## src/include/eeprom_pkg.sv

```systemverilog
// Shared constants and carrier types for the serial EEPROM command block.
// Assumes a single system clock (ref_clk) that samples every SPI pin.
package eeprom_pkg;

  // Command opcodes, eight bits each, shifted in most significant bit first.
  localparam logic [7:0] OP_PROGRAM_ENABLE  = 8'h06;
  localparam logic [7:0] OP_PROGRAM_DISABLE = 8'h04;
  localparam logic [7:0] OP_STATUS_READ     = 8'h05;
  localparam logic [7:0] OP_STATUS_WRITE    = 8'h01;
  // Array commands: the upper nibble is zero and bit 3 carries address bit 8.
  localparam logic [3:0] OP_ARRAY_HI        = 4'h0;
  localparam logic [2:0] OP_ARRAY_READ_LO   = 3'h3;
  localparam logic [2:0] OP_ARRAY_WRITE_LO  = 3'h2;
  localparam int         OP_ADDR8_BIT       = 3;

  // Status byte layout.
  localparam int         ST_BUSY_BIT        = 0;
  localparam int         ST_WEL_BIT         = 1;
  localparam int         ST_PROT_LO_BIT     = 2;
  localparam int         ST_PROT_HI_BIT     = 3;
  localparam logic [3:0] ST_UPPER_VALUE     = 4'h0;

  // Reset values of the protection level and the write-enable latch.
  localparam logic [1:0] PROT_RESET         = 2'h0;
  localparam logic       WEL_RESET          = 1'b0;

  // Protected region starts for levels 1 and 2; level 3 guards everything.
  localparam logic [8:0] PROT_L1_START      = 9'h180;
  localparam logic [8:0] PROT_L2_START      = 9'h100;

  // Array geometry.
  localparam int         ADDR_W             = 9;
  localparam int         DATA_W             = 8;
  localparam int         PAGE_BYTES         = 4;

  // Self-timed program cycle, rounded up to whole clock cycles.
  localparam int         CLK_PERIOD_PS      = 5000;
  localparam int         PROG_TIME_NS       = 10000;
  localparam int         PROG_CYCLES        = (PROG_TIME_NS * 1000 + CLK_PERIOD_PS - 1)
                                              / CLK_PERIOD_PS;

  // Pins coming from the SPI master; all asynchronous to ref_clk.
  typedef struct packed {
    logic cs_n;
    logic sck;
    logic si;
    logic wp_n;
  } pin_in_s;

  // Idle pin levels: select high, clock low, protect counted as low until seen high.
  localparam pin_in_s PIN_IDLE = '{cs_n: 1'b1, sck: 1'b0, si: 1'b0, wp_n: 1'b0};

  // One byte committed to the storage array.
  typedef struct packed {
    logic              we;
    logic [ADDR_W-1:0] addr;
    logic [DATA_W-1:0] data;
  } mem_wr_s;

endpackage

```

## src/core/pin_sync.sv

```systemverilog
// Two-stage synchroniser for a group of asynchronous input pins.
// Assumes the inputs are independent levels; no bus coherency is implied.
`timescale 1ns/1ps
module pin_sync #(
  parameter int WIDTH = 4
) (
  input  wire logic             ref_clk,
  input  wire logic             rst,
  input  wire logic             clk_en,
  input  wire logic [WIDTH-1:0] d,
  output logic      [WIDTH-1:0] q
);

  logic [WIDTH-1:0] meta_q;

  // The first stage feeds only the second stage, so metastability settles there.
  always_ff @(posedge ref_clk or posedge rst) begin
    if (rst) begin
      meta_q <= '0;
      q      <= '0;
    end else if (clk_en) begin
      meta_q <= d;
      q      <= meta_q;
    end
  end

endmodule

```

## src/core/spi_eeprom_core.sv

```systemverilog
// Command engine of a 512-byte serial EEPROM slave on an SPI mode 0/3 link.
// Assumes every pin is asynchronous and SCK is well below a quarter of ref_clk.
`timescale 1ns/1ps
module spi_eeprom_core #(
  parameter int PROG_CYCLES = eeprom_pkg::PROG_CYCLES
) (
  input  wire logic                ref_clk,
  input  wire logic                rst,
  input  wire logic                clk_en,
  input  wire eeprom_pkg::pin_in_s pin_i,
  output logic                     so_o,
  output logic                     so_oe,
  output eeprom_pkg::mem_wr_s      mem_wr,
  output logic [7:0]               status_o
);
  import eeprom_pkg::*;

  typedef enum logic [2:0] {
    FR_IDLE,
    FR_OPCODE,
    FR_ADDR,
    FR_DATA,
    FR_STAT_WR,
    FR_STAT_OUT,
    FR_IGNORE
  } frame_e;

  typedef enum logic [1:0] {
    PG_IDLE,
    PG_WAIT,
    PG_COMMIT
  } prog_e;

  pin_in_s                         pin_s;
  logic [$bits(pin_in_s)-1:0]      pin_flip;
  pin_in_s                         prev_q;
  frame_e                          frame_q;
  prog_e                           prog_q;
  logic [2:0]                      bit_cnt_q;
  logic [2:0]                      out_cnt_q;
  logic [7:0]                      shift_q;
  logic [7:0]                      out_sh_q;
  logic [ADDR_W-1:0]               addr_q;
  logic                            addr8_q;
  logic [PAGE_BYTES-1:0][DATA_W-1:0] page_q;
  logic [PAGE_BYTES-1:0]           page_vld_q;
  logic                            byte_seen_q;
  logic [1:0]                      pend_prot_q;
  logic                            wel_q;
  logic [1:0]                      prot_q;
  logic                            kind_status_q;
  logic [15:0]                     timer_q;
  logic [1:0]                      commit_idx_q;
  logic                            so_q;
  logic                            so_oe_q;
  mem_wr_s                         mem_wr_q;
  logic [7:0]                      status_q;

  logic                            sck_rise;
  logic                            sck_fall;
  logic                            cs_rise;
  logic                            busy;
  logic [7:0]                      shifted;
  logic                            byte_done;
  logic                            op_done;
  logic                            program_enable_cmd_ev;
  logic                            program_disable_cmd_ev;
  logic                            is_write_op;
  logic                            frame_ok;
  logic                            start_array;
  logic                            start_status;
  logic                            prog_done;
  logic [7:0]                      status_now;

  // Every pin passes two flip-flops before any logic looks at it. The pins are
  // flipped around their idle levels so that the zero reset of the synchroniser
  // reads as a deselected bus and no false select edge follows reset.
  pin_sync #(
    .WIDTH ($bits(pin_in_s))
  ) u_pin_sync (
    .ref_clk (ref_clk),
    .rst     (rst),
    .clk_en  (clk_en),
    .d       (pin_i ^ PIN_IDLE),
    .q       (pin_flip)
  );

  assign pin_s = pin_in_s'(pin_flip ^ PIN_IDLE);

  // A delayed copy of the synchronised pins gives their edges.
  always_ff @(posedge ref_clk or posedge rst) begin
    if (rst) begin
      prev_q <= PIN_IDLE;
    end else if (clk_en) begin
      prev_q <= pin_s;
    end
  end

  // Clock edges only count while selected, which ignores bus traffic to other slaves.
  assign sck_rise  = pin_s.sck & ~prev_q.sck & ~pin_s.cs_n;
  assign sck_fall  = ~pin_s.sck & prev_q.sck & ~pin_s.cs_n;
  assign cs_rise   = pin_s.cs_n & ~prev_q.cs_n;
  assign busy      = (prog_q != PG_IDLE);
  assign shifted   = {shift_q[6:0], pin_s.si};
  assign byte_done = sck_rise && (bit_cnt_q == 3'h7);
  assign op_done   = byte_done && (frame_q == FR_OPCODE);

  // Opcode decode; an array write carries address bit 8 inside the opcode.
  assign is_write_op = (shifted[7:4] == OP_ARRAY_HI)
                     && (shifted[2:0] == OP_ARRAY_WRITE_LO);
  assign program_enable_cmd_ev     = op_done && !busy && (shifted == OP_PROGRAM_ENABLE);
  assign program_disable_cmd_ev     = op_done && !busy && (shifted == OP_PROGRAM_DISABLE);

  // A write counts only if select rose on a byte boundary after at least one byte.
  assign frame_ok     = cs_rise && byte_seen_q && (bit_cnt_q == 3'h0);
  assign start_array  = frame_ok && (frame_q == FR_DATA) && prev_q.wp_n && wel_q
                      && !is_protected(prot_q, addr_q);
  assign start_status = frame_ok && (frame_q == FR_STAT_WR) && prev_q.wp_n && wel_q;

  // End of a program cycle, seen in the same cycle that busy drops, so the
  // latch and busy clear together and no poll ever sees ready with the latch set.
  assign prog_done = ((prog_q == PG_WAIT) && (timer_q == 16'h0000) && kind_status_q)
                   || ((prog_q == PG_COMMIT) && (commit_idx_q == 2'h3));

  // Live status byte with the reserved upper nibble read as zero.
  assign status_now = {ST_UPPER_VALUE, prot_q, wel_q, busy};

  // Protected address test for the current block protection level.
  function automatic logic is_protected(input logic [1:0] lvl, input logic [ADDR_W-1:0] a);
    logic res;
    res = 1'b0;
    case (lvl)
      2'h0:    res = 1'b0;
      2'h1:    res = (a >= PROT_L1_START);
      2'h2:    res = (a >= PROT_L2_START);
      default: res = 1'b1;
    endcase
    return res;
  endfunction

  // Frame sequencer: tracks the command being received while selected.
  always_ff @(posedge ref_clk or posedge rst) begin
    if (rst) begin
      frame_q <= FR_IDLE;
    end else if (clk_en) begin
      if (pin_s.cs_n) begin
        frame_q <= FR_IDLE;
      end else begin
        case (frame_q)
          FR_IDLE: begin
            frame_q <= FR_OPCODE;
          end
          FR_OPCODE: begin
            if (op_done) begin
              if (busy && (shifted != OP_STATUS_READ)) begin
                frame_q <= FR_IGNORE;
              end else if (shifted == OP_STATUS_READ) begin
                frame_q <= FR_STAT_OUT;
              end else if (shifted == OP_STATUS_WRITE) begin
                frame_q <= FR_STAT_WR;
              end else if (is_write_op) begin
                frame_q <= FR_ADDR;
              end else begin
                frame_q <= FR_IGNORE;
              end
            end
          end
          FR_ADDR: begin
            if (byte_done) begin
              frame_q <= FR_DATA;
            end
          end
          FR_DATA, FR_STAT_WR, FR_STAT_OUT, FR_IGNORE: begin
            frame_q <= frame_q;
          end
          default: begin
            frame_q <= FR_IDLE;
          end
        endcase
      end
    end
  end

  // Input shifter and bit counter run on every rising SCK of a frame, except in status output and ignored frames.
  always_ff @(posedge ref_clk or posedge rst) begin
    if (rst) begin
      shift_q   <= 8'h00;
      bit_cnt_q <= 3'h0;
    end else if (clk_en) begin
      if (frame_q == FR_IDLE) begin
        bit_cnt_q <= 3'h0;
      end else if (sck_rise && (frame_q != FR_STAT_OUT) && (frame_q != FR_IGNORE)) begin
        shift_q   <= shifted;
        bit_cnt_q <= bit_cnt_q + 3'h1;
      end
    end
  end

  // Address and page buffer; frozen while a cycle runs since writes are refused then.
  always_ff @(posedge ref_clk or posedge rst) begin
    if (rst) begin
      addr8_q     <= 1'b0;
      addr_q      <= '0;
      page_q      <= '0;
      page_vld_q  <= '0;
      byte_seen_q <= 1'b0;
      pend_prot_q <= PROT_RESET;
    end else if (clk_en) begin
      if (frame_q == FR_IDLE) begin
        byte_seen_q <= 1'b0;
      end
      if (op_done && !busy && is_write_op) begin
        addr8_q    <= shifted[OP_ADDR8_BIT];
        page_vld_q <= '0;
      end
      if (byte_done && (frame_q == FR_ADDR)) begin
        addr_q <= {addr8_q, shifted};
      end
      if (byte_done && (frame_q == FR_DATA)) begin
        page_q[addr_q[1:0]]     <= shifted;
        page_vld_q[addr_q[1:0]] <= 1'b1;
        addr_q[1:0]             <= addr_q[1:0] + 2'h1;
        byte_seen_q             <= 1'b1;
      end
      if (byte_done && (frame_q == FR_STAT_WR)) begin
        pend_prot_q <= shifted[ST_PROT_HI_BIT:ST_PROT_LO_BIT];
        byte_seen_q <= 1'b1;
      end
    end
  end

  // Write-enable latch; the completion clear cannot meet an enable because
  // enables are refused while busy.
  always_ff @(posedge ref_clk or posedge rst) begin
    if (rst) begin
      wel_q <= WEL_RESET;
    end else if (clk_en) begin
      if (prog_done) begin
        wel_q <= 1'b0;
      end else if (program_enable_cmd_ev) begin
        wel_q <= 1'b1;
      end else if (program_disable_cmd_ev) begin
        wel_q <= 1'b0;
      end
    end
  end

  // Program cycle sequencer: once started it ignores the protect pin.
  always_ff @(posedge ref_clk or posedge rst) begin
    if (rst) begin
      prog_q        <= PG_IDLE;
      timer_q       <= 16'h0000;
      kind_status_q <= 1'b0;
      commit_idx_q  <= 2'h0;
      prot_q        <= PROT_RESET;
      mem_wr_q      <= '0;
    end else if (clk_en) begin
      mem_wr_q.we <= 1'b0;
      case (prog_q)
        PG_IDLE: begin
          if (start_array || start_status) begin
            prog_q        <= PG_WAIT;
            timer_q       <= 16'(PROG_CYCLES - 1);
            kind_status_q <= start_status;
          end
        end
        PG_WAIT: begin
          if (timer_q == 16'h0000) begin
            if (kind_status_q) begin
              prot_q    <= pend_prot_q;
              prog_q    <= PG_IDLE;
            end else begin
              commit_idx_q <= 2'h0;
              prog_q       <= PG_COMMIT;
            end
          end else begin
            timer_q <= timer_q - 16'h0001;
          end
        end
        PG_COMMIT: begin
          mem_wr_q.we   <= page_vld_q[commit_idx_q];
          mem_wr_q.addr <= {addr_q[ADDR_W-1:2], commit_idx_q};
          mem_wr_q.data <= page_q[commit_idx_q];
          commit_idx_q  <= commit_idx_q + 2'h1;
          if (commit_idx_q == 2'h3) begin
            prog_q    <= PG_IDLE;
          end
        end
        default: begin
          prog_q <= PG_IDLE;
        end
      endcase
    end
  end

  // Serial output: the status byte repeats while clocks keep coming.
  // Busy is sampled fresh at each byte start so polling sees it drop.
  always_ff @(posedge ref_clk or posedge rst) begin
    if (rst) begin
      so_q      <= 1'b0;
      so_oe_q   <= 1'b0;
      out_sh_q  <= 8'h00;
      out_cnt_q <= 3'h0;
    end else if (clk_en) begin
      if (frame_q != FR_STAT_OUT) begin
        so_oe_q   <= 1'b0;
        out_cnt_q <= 3'h0;
        out_sh_q  <= status_now;
      end else if (sck_fall) begin
        so_oe_q   <= 1'b1;
        out_cnt_q <= out_cnt_q + 3'h1;
        if (out_cnt_q == 3'h0) begin
          so_q     <= status_now[7];
          out_sh_q <= {status_now[6:0], 1'b0};
        end else begin
          so_q     <= out_sh_q[7];
          out_sh_q <= {out_sh_q[6:0], 1'b0};
        end
      end
    end
  end

  // Status mirror for the user side.
  always_ff @(posedge ref_clk or posedge rst) begin
    if (rst) begin
      status_q <= {ST_UPPER_VALUE, PROT_RESET, WEL_RESET, 1'b0};
    end else if (clk_en) begin
      status_q <= status_now;
    end
  end

  assign so_o     = so_q;
  assign so_oe    = so_oe_q;
  assign mem_wr   = mem_wr_q;
  assign status_o = status_q;

endmodule

```

## config.mk

```make
export PLATFORM = sky130hd
export DESIGN_NAME = spi_eeprom_core
export DESIGN_NICKNAME = d
export VERILOG_FILES = /design/src/include/eeprom_pkg.sv /design/src/core/pin_sync.sv /design/src/core/spi_eeprom_core.sv
export SDC_FILE = /design/constraint.sdc
export NUM_CORES = 1
export LEC_CHECK = 0
export ABC_AREA = 1
export BUFFER_PORTS_ARGS = -buffer_cell sky130_fd_sc_hd__buf_2
export CORE_ASPECT_RATIO = 1.75
export CORE_UTILIZATION = 48
export CTS_CLUSTER_SIZE = 20
export DETAILED_ROUTE_END_ITERATION = 10
export PLACE_DENSITY = 0.65
export SKIP_CTS_REPAIR_TIMING = 1
export SYNTH_ARGS = -nofsm -noshare
export SYNTH_HDL_FRONTEND = slang
export SYNTH_SLANG_ARGS = --single-unit
export TNS_END_PERCENT = 5
```

## constraint.sdc

```tcl
create_clock -name ref_clk -period 8.9 [get_ports ref_clk]
set_clock_uncertainty 0.2 [all_clocks]
set_input_delay 2.67 -clock ref_clk [delete_from_list [all_inputs] [get_ports ref_clk]]
set_output_delay 2.67 -clock ref_clk [all_outputs]
set_load 0.01 [all_outputs]
```

## After elaboration in Yosys (flattened, before gate mapping)

Cells that the tools add are included.

- Bits in writable memories: 0
- Output and inout port bits: 28
- Flip-flop bits (word level): 132
- Bits of input ports: 7
- Latch bits: 0
- ROM bits: 0
- Memories kept: 0
- Word-level logic and storage cells: 198

- Div/mod/pow operators: 0
- Mux-type cells: 51
- Eq/ne operators: 28
- $lt $le $gt $ge: 5
- $mul: 0
- Shift operators: 0
- Bitwise operators: 13
- Reductions and logical operators: 64
- Add/subtract/negate cells: 5

Operators with widths:

| cell | count |
|---|---|
| 8-bit two-way mux | 5 |
| 3-bit two-way mux | 11 |
| 32-bit bitwise mux | 1 |
| 16-bit two-way mux | 2 |
| 16-bit case mux with 2 select lines | 1 |
| 1-bit logical AND | 26 |
| 8-bit by 3-bit == test with 1-bit output (second input constant) | 3 |
| 2-bit AND reduction | 10 |
| 4-bit AND reduction | 5 |
| 9-bit >= comparator (second input constant) | 2 |
| 18-bit two-way mux | 1 |
| 8-bit binary-select mux with 2-bit select | 1 |
| 8-bit demux with 2-bit select | 1 |
| 16-bit logical NOT | 1 |
| 2-bit two-way mux | 8 |
| 16-bit by 1-bit subtractor with 16-bit output (second input constant) | 1 |
| 3-bit == test (second input constant) | 4 |
| 4-bit two-way mux | 3 |
| 3-bit != test (second input constant) | 4 |
| 3-bit case mux with 4 select lines | 1 |
| 2-bit nonzero test | 6 |
| 1-bit two-way mux | 11 |
| 3-bit by 2-bit == test with 1-bit output (second input constant) | 3 |
| 3-bit logical NOT | 3 |
| other kinds (26) | 52 |

## Longest topological paths before layout

- Depth after elaboration: 11
- Gate-level depth with buffers: 11
- Gate-level depth less buffers: 10

## By module

A second synthesis with hierarchy kept.

- Cells, all modules: 783
- Area, all modules: 6442.4 um^2

By module, submodules not included:

| module | instances | area an instance (um^2) | cells each | sequential area each (um^2) |
|---|---|---|---|---|
| spi_eeprom_core | 1 | 6133.4 | 748 | 3104.2 |
| pin_sync | 1 | 309.0 | 35 | 200.2 |

## Worst setup path after synthesis

Ideal clock, no wire load.

- Kind: input-to-reg
- Start point: input port clk_en
- End point: register status_q[2], in the netlist status_o[2]
- Library setup time: 0.133 ns
- Stages: 4
- Path slack: 5.164 ns
- Path buffers: 2
- Arrival: 3.403 ns
- Data required time: 8.567 ns
- Cells stage by stage: inv_2 -> clkbuf_1 -> clkbuf_1 -> o21ai_0

RTL lines:

| element | RTL line | source |
|---|---|---|
| from (decl) | spi_eeprom_core.sv:9 | `input wire logic clk_en,` |
| to (signal assigned) | spi_eeprom_core.sv:326 | `status_q <= {ST_UPPER_VALUE, PROT_RESET, WEL_RESET, 1'b0};` |
| to (signal assigned) | spi_eeprom_core.sv:328 | `status_q <= status_now;` |
| to (decl) | spi_eeprom_core.sv:57 | `logic [7:0] status_q;` |

No word-level cell between the ends.

## Worst setup path after layout

- Start point: input port clk_en
- End point: register out_sh_q[6]

- Longest elaborated chain between the ends: 1

RTL lines:

| element | RTL line | source |
|---|---|---|
| 2-bit AND reduction (no line) | n/a |  |
| to (signal assigned) | spi_eeprom_core.sv:308 | `out_sh_q <= status_now;` |
| to (signal assigned) | spi_eeprom_core.sv:314 | `out_sh_q <= {status_now[6:0], 1'b0};` |
| to (signal assigned) | spi_eeprom_core.sv:317 | `out_sh_q <= {out_sh_q[6:0], 1'b0};` |
| to (decl) | spi_eeprom_core.sv:42 | `logic [7:0] out_sh_q;` |

No other way between the ends.
A chain may end at the register's enable or synchronous reset.

==> impl_metrics.yaml <==
clock_tree:
  cts_tree: "yes"
  clockBufferDepth: 2
  clk_latency_ns: 0.42
  htree_levels: 4
  clockRootBuffer: "clkbuf_16"
  cts.sinks: 132
  path_clk_slew_ns: 0.06
  cts_inserted_buffers: 17
sta:
  fin_ws_ns: 4.55
  rsz0062_at_grt: "false"
  relSlewSlack: 0.316
  fmax_mhz: 230
  drv_slew: 0
  setup_viol: 0
  min_period_ns: 4.35
  hold_viol: 0
  tns_ns: 0
  finalCritPeriodShare: 0.488
  worst_pin_slew_ns: 1.03
  whs_ns: 0.268
layout:
  multi_input_area_mm2: 0.00266
  syn_to_final_growth_pct: 12.4
  post_route_cells_drive_above_1_share: 0.107
  regArea_mm2: 0.00330
  fillers: 1247
  stdcell_count: 1014
  diodes: 0
  final_util: 0.555
  nets: 849
  design_area_mm2: 0.00718
pwr:
  combPwrFrac: 0.245
  clock_power_share: 0.352
  sw_frac_of_total: 0.372
  finalPower_mw: 1.90
  irDropWorstVdd_v: 0.000145
  seqPwrFrac: 0.403
  leakagePower_nw: 3.62
  p_int_mw: 1.19
  power_density_mw_per_mm2: 265
  p_switching_mw: 0.707
floorplan:
  io_pins: 35
  die_w_um: 89.2
  core_area_mm2: 0.0129
  dieArea_mm2: 0.0138
  num_rows: 55
  die_h_um: 155
  initial_core_util: 0.494
setup_path:
  cp_top_family: "compound AO/OA/AOI/OAI gates"
  max_stage_delay_ns: 0.87
  start_kind: "input pin"
  cp-end-kind: "register"
  path_class: "input pin to register"
  worstPathRequired_ns: 8.96
  arrival_ns: 4.41
  worstPathMaxFanout: 25
  crit_chain: "buf_2 > inv_2 > o21ai_1 > o22ai_1"
  path_buf_inv: 2
  crit_path_top_delay_cell: "o21ai_1"
synth:
  ys.flop_type: "dfrtp_1"
  yosys_warnings: 0
  synthArstFlopShare: 1.00
  synthAdderAreaFrac: 0.0235
  yosys.cell_types.count: 41
  synth_compound_area_frac: 0.112
  synth-seq-cells: 132
  syn_inst: 802
  yosys.area_share.simple: 0.276
  seq_area_frac_synth: 0.517
  synth_area_per_cell_um2: 7.96
  synth_top_family_by_area: "simple AND/OR/NAND/NOR gates"
  synth-edff-count: 0
  synthXorXnorAreaFrac: 0.00137
  synthesis.area_mm2: 0.00639
  synth_mux_area_frac: 0
placement:
  dp_cells: 982
  place_ws_ns: 4.17
  io_buffers: 30
  dp.final_hpwl_mm: 10.1
  post_dp_cell_area_mm2: 0.00662
  gp_congestion: 0.917
hold_path:
  hp-class: "register to register"
detailed_routing:
  first_pass_iters: 5
  drc: 0
  wl_mm: 14.7
  viasPerCell: 5.21
  drtIter0Drc: 382
  vias: 5288
  wl_per_cell_um: 14.5
  ant_nets: 0
global_routing:
  grt_pass1_vias: 5133
  antenna_found_initial: 0
  grt_max_degree: 82
  grt_pass1_wl_mm: 24.4
  track_usage: 0.232
  grt-ovfl-total: 0
outcome:
  status: "finished clean"
job:
  cap_violations: 0
-- flip-flops by register name, summed over array words and instances (netlist names), 3 cells and up --
name / count
page_vld_q: 4
shift_q: 7
u_pin_sync.meta_q: 4
frame_q: 3
status_o: 4
addr_q: 9
timer_q: 16
out_sh_q: 8
out_cnt_q: 3
bit_cnt_q: 3
prev_q: 3
u_pin_sync.q: 4
page_q: 32
mem_wr: 18
-- layout by cell type, fill, tap and decap left out, types with 2 or more instances in the layout --
cell type,n
or2_2,2
dfrtp_1,131
o21ai_1,46
and3_1,2
a21oi_1,6
o22ai_1,15
nor2_1,76
inv_6,8
clkbuf_16,17
nor2_4,2
clkinvlp_4,4
nand3_2,4
inv_2,7
nand2_1,269
nand3b_1,4
nand2_2,2
nand4_1,2
inv_1,66
ha_1,12
nand2_4,4
o21ai_0,62
inv_8,3
conb_1,4
nand3_1,47
buf_2,30
-- final timing paths --
kind,from,end,slack [ns],cells past startpoint
max in group asynchronous,rst,out_cnt_q[0],4.88,3
hold / removal,mem_wr[11],mem_wr[11],0.27,2
min in group asynchronous,rst,timer_q[0],2.14,2
setup reg to reg,prog_q[1],commit_idx_q[0],6.55,7
hold reg to reg,mem_wr[11],mem_wr[11],0.27,2
setup / recovery,clk_en,out_sh_q[6],4.55,4
-- cells in the mapped netlist (2+ instances only) --
master	count	area, um2
nand3_2	4	40.0
o21ai_0	62	310
a21oi_1	6	30.0
nand2_1	269	1010
and3_1	2	12.5
dfrtp_1	131	3280
nor2_4	2	22.5
nand2_4	4	45.0
buf_2	4	20.0
o22ai_1	15	93.8
buf_6	5	56.3
o21ai_1	46	230
nand3b_1	4	30.0
nand3_1	47	235
inv_1	67	251
nand4_1	2	12.5
clkbuf_1	10	37.5
or2_2	2	12.5
buf_4	5	37.5
nand2_2	2	12.5
ha_1	12	150
inv_2	7	26.3
nor2_1	76	285
-- layer usage --
metal	GRT usage	vias to the layer above	part of all wire
met5	0	-	0
met2	0.415	124	0.54
met4	0.0930	0	0.025
met3	0.0491	31	0.040
met1	0.262	2508	0.40
li1	-	2625	-
-- layout make-up --
cell class / count / area share
clock buffers: 17 / 0.0593
clock inverters: 15 / 0.0187
inverters: 75 / 0.0397
multi-input cells: 573 / 0.370
flip-flops and latches: 132 / 0.460
well taps: 171 / 0.0298
repair buffers: 31 / 0.0220
-- worst min-delay path: stages (launching register included) --
cell and delay, ns:
dfrtp_1 0.34, nand2_1 0.05, nand2_1 0.05
-- power by group through the flow --
stage / logic (mW) / registers, mW / clock network, mW
6_report: 0.466 / 0.767 / 0.668
5_1_grt: 0.534 / 0.776 / 0.706
4_1_cts: 0.469 / 0.765 / 0.682
3_5_place_dp: 0.467 / 0.774 / 0
3_3_place_gp: 0.458 / 0.772 / 0
2_1_floorplan: 0.355 / 0.750 / 0
-- cell families after synthesis --
| logic type | after synthesis |
|---|---|
| AOI/OAI and AO/OA | 136 |
| xor gates and xnor gates | 1 |
| DFF | 132 |
| buffers and inverters | 100 |
| other | 1 |
| adders and majority gates | 12 |
| and+or+nand+nor | 420 |
Note: power is estimated with default switching activity, not from simulation.
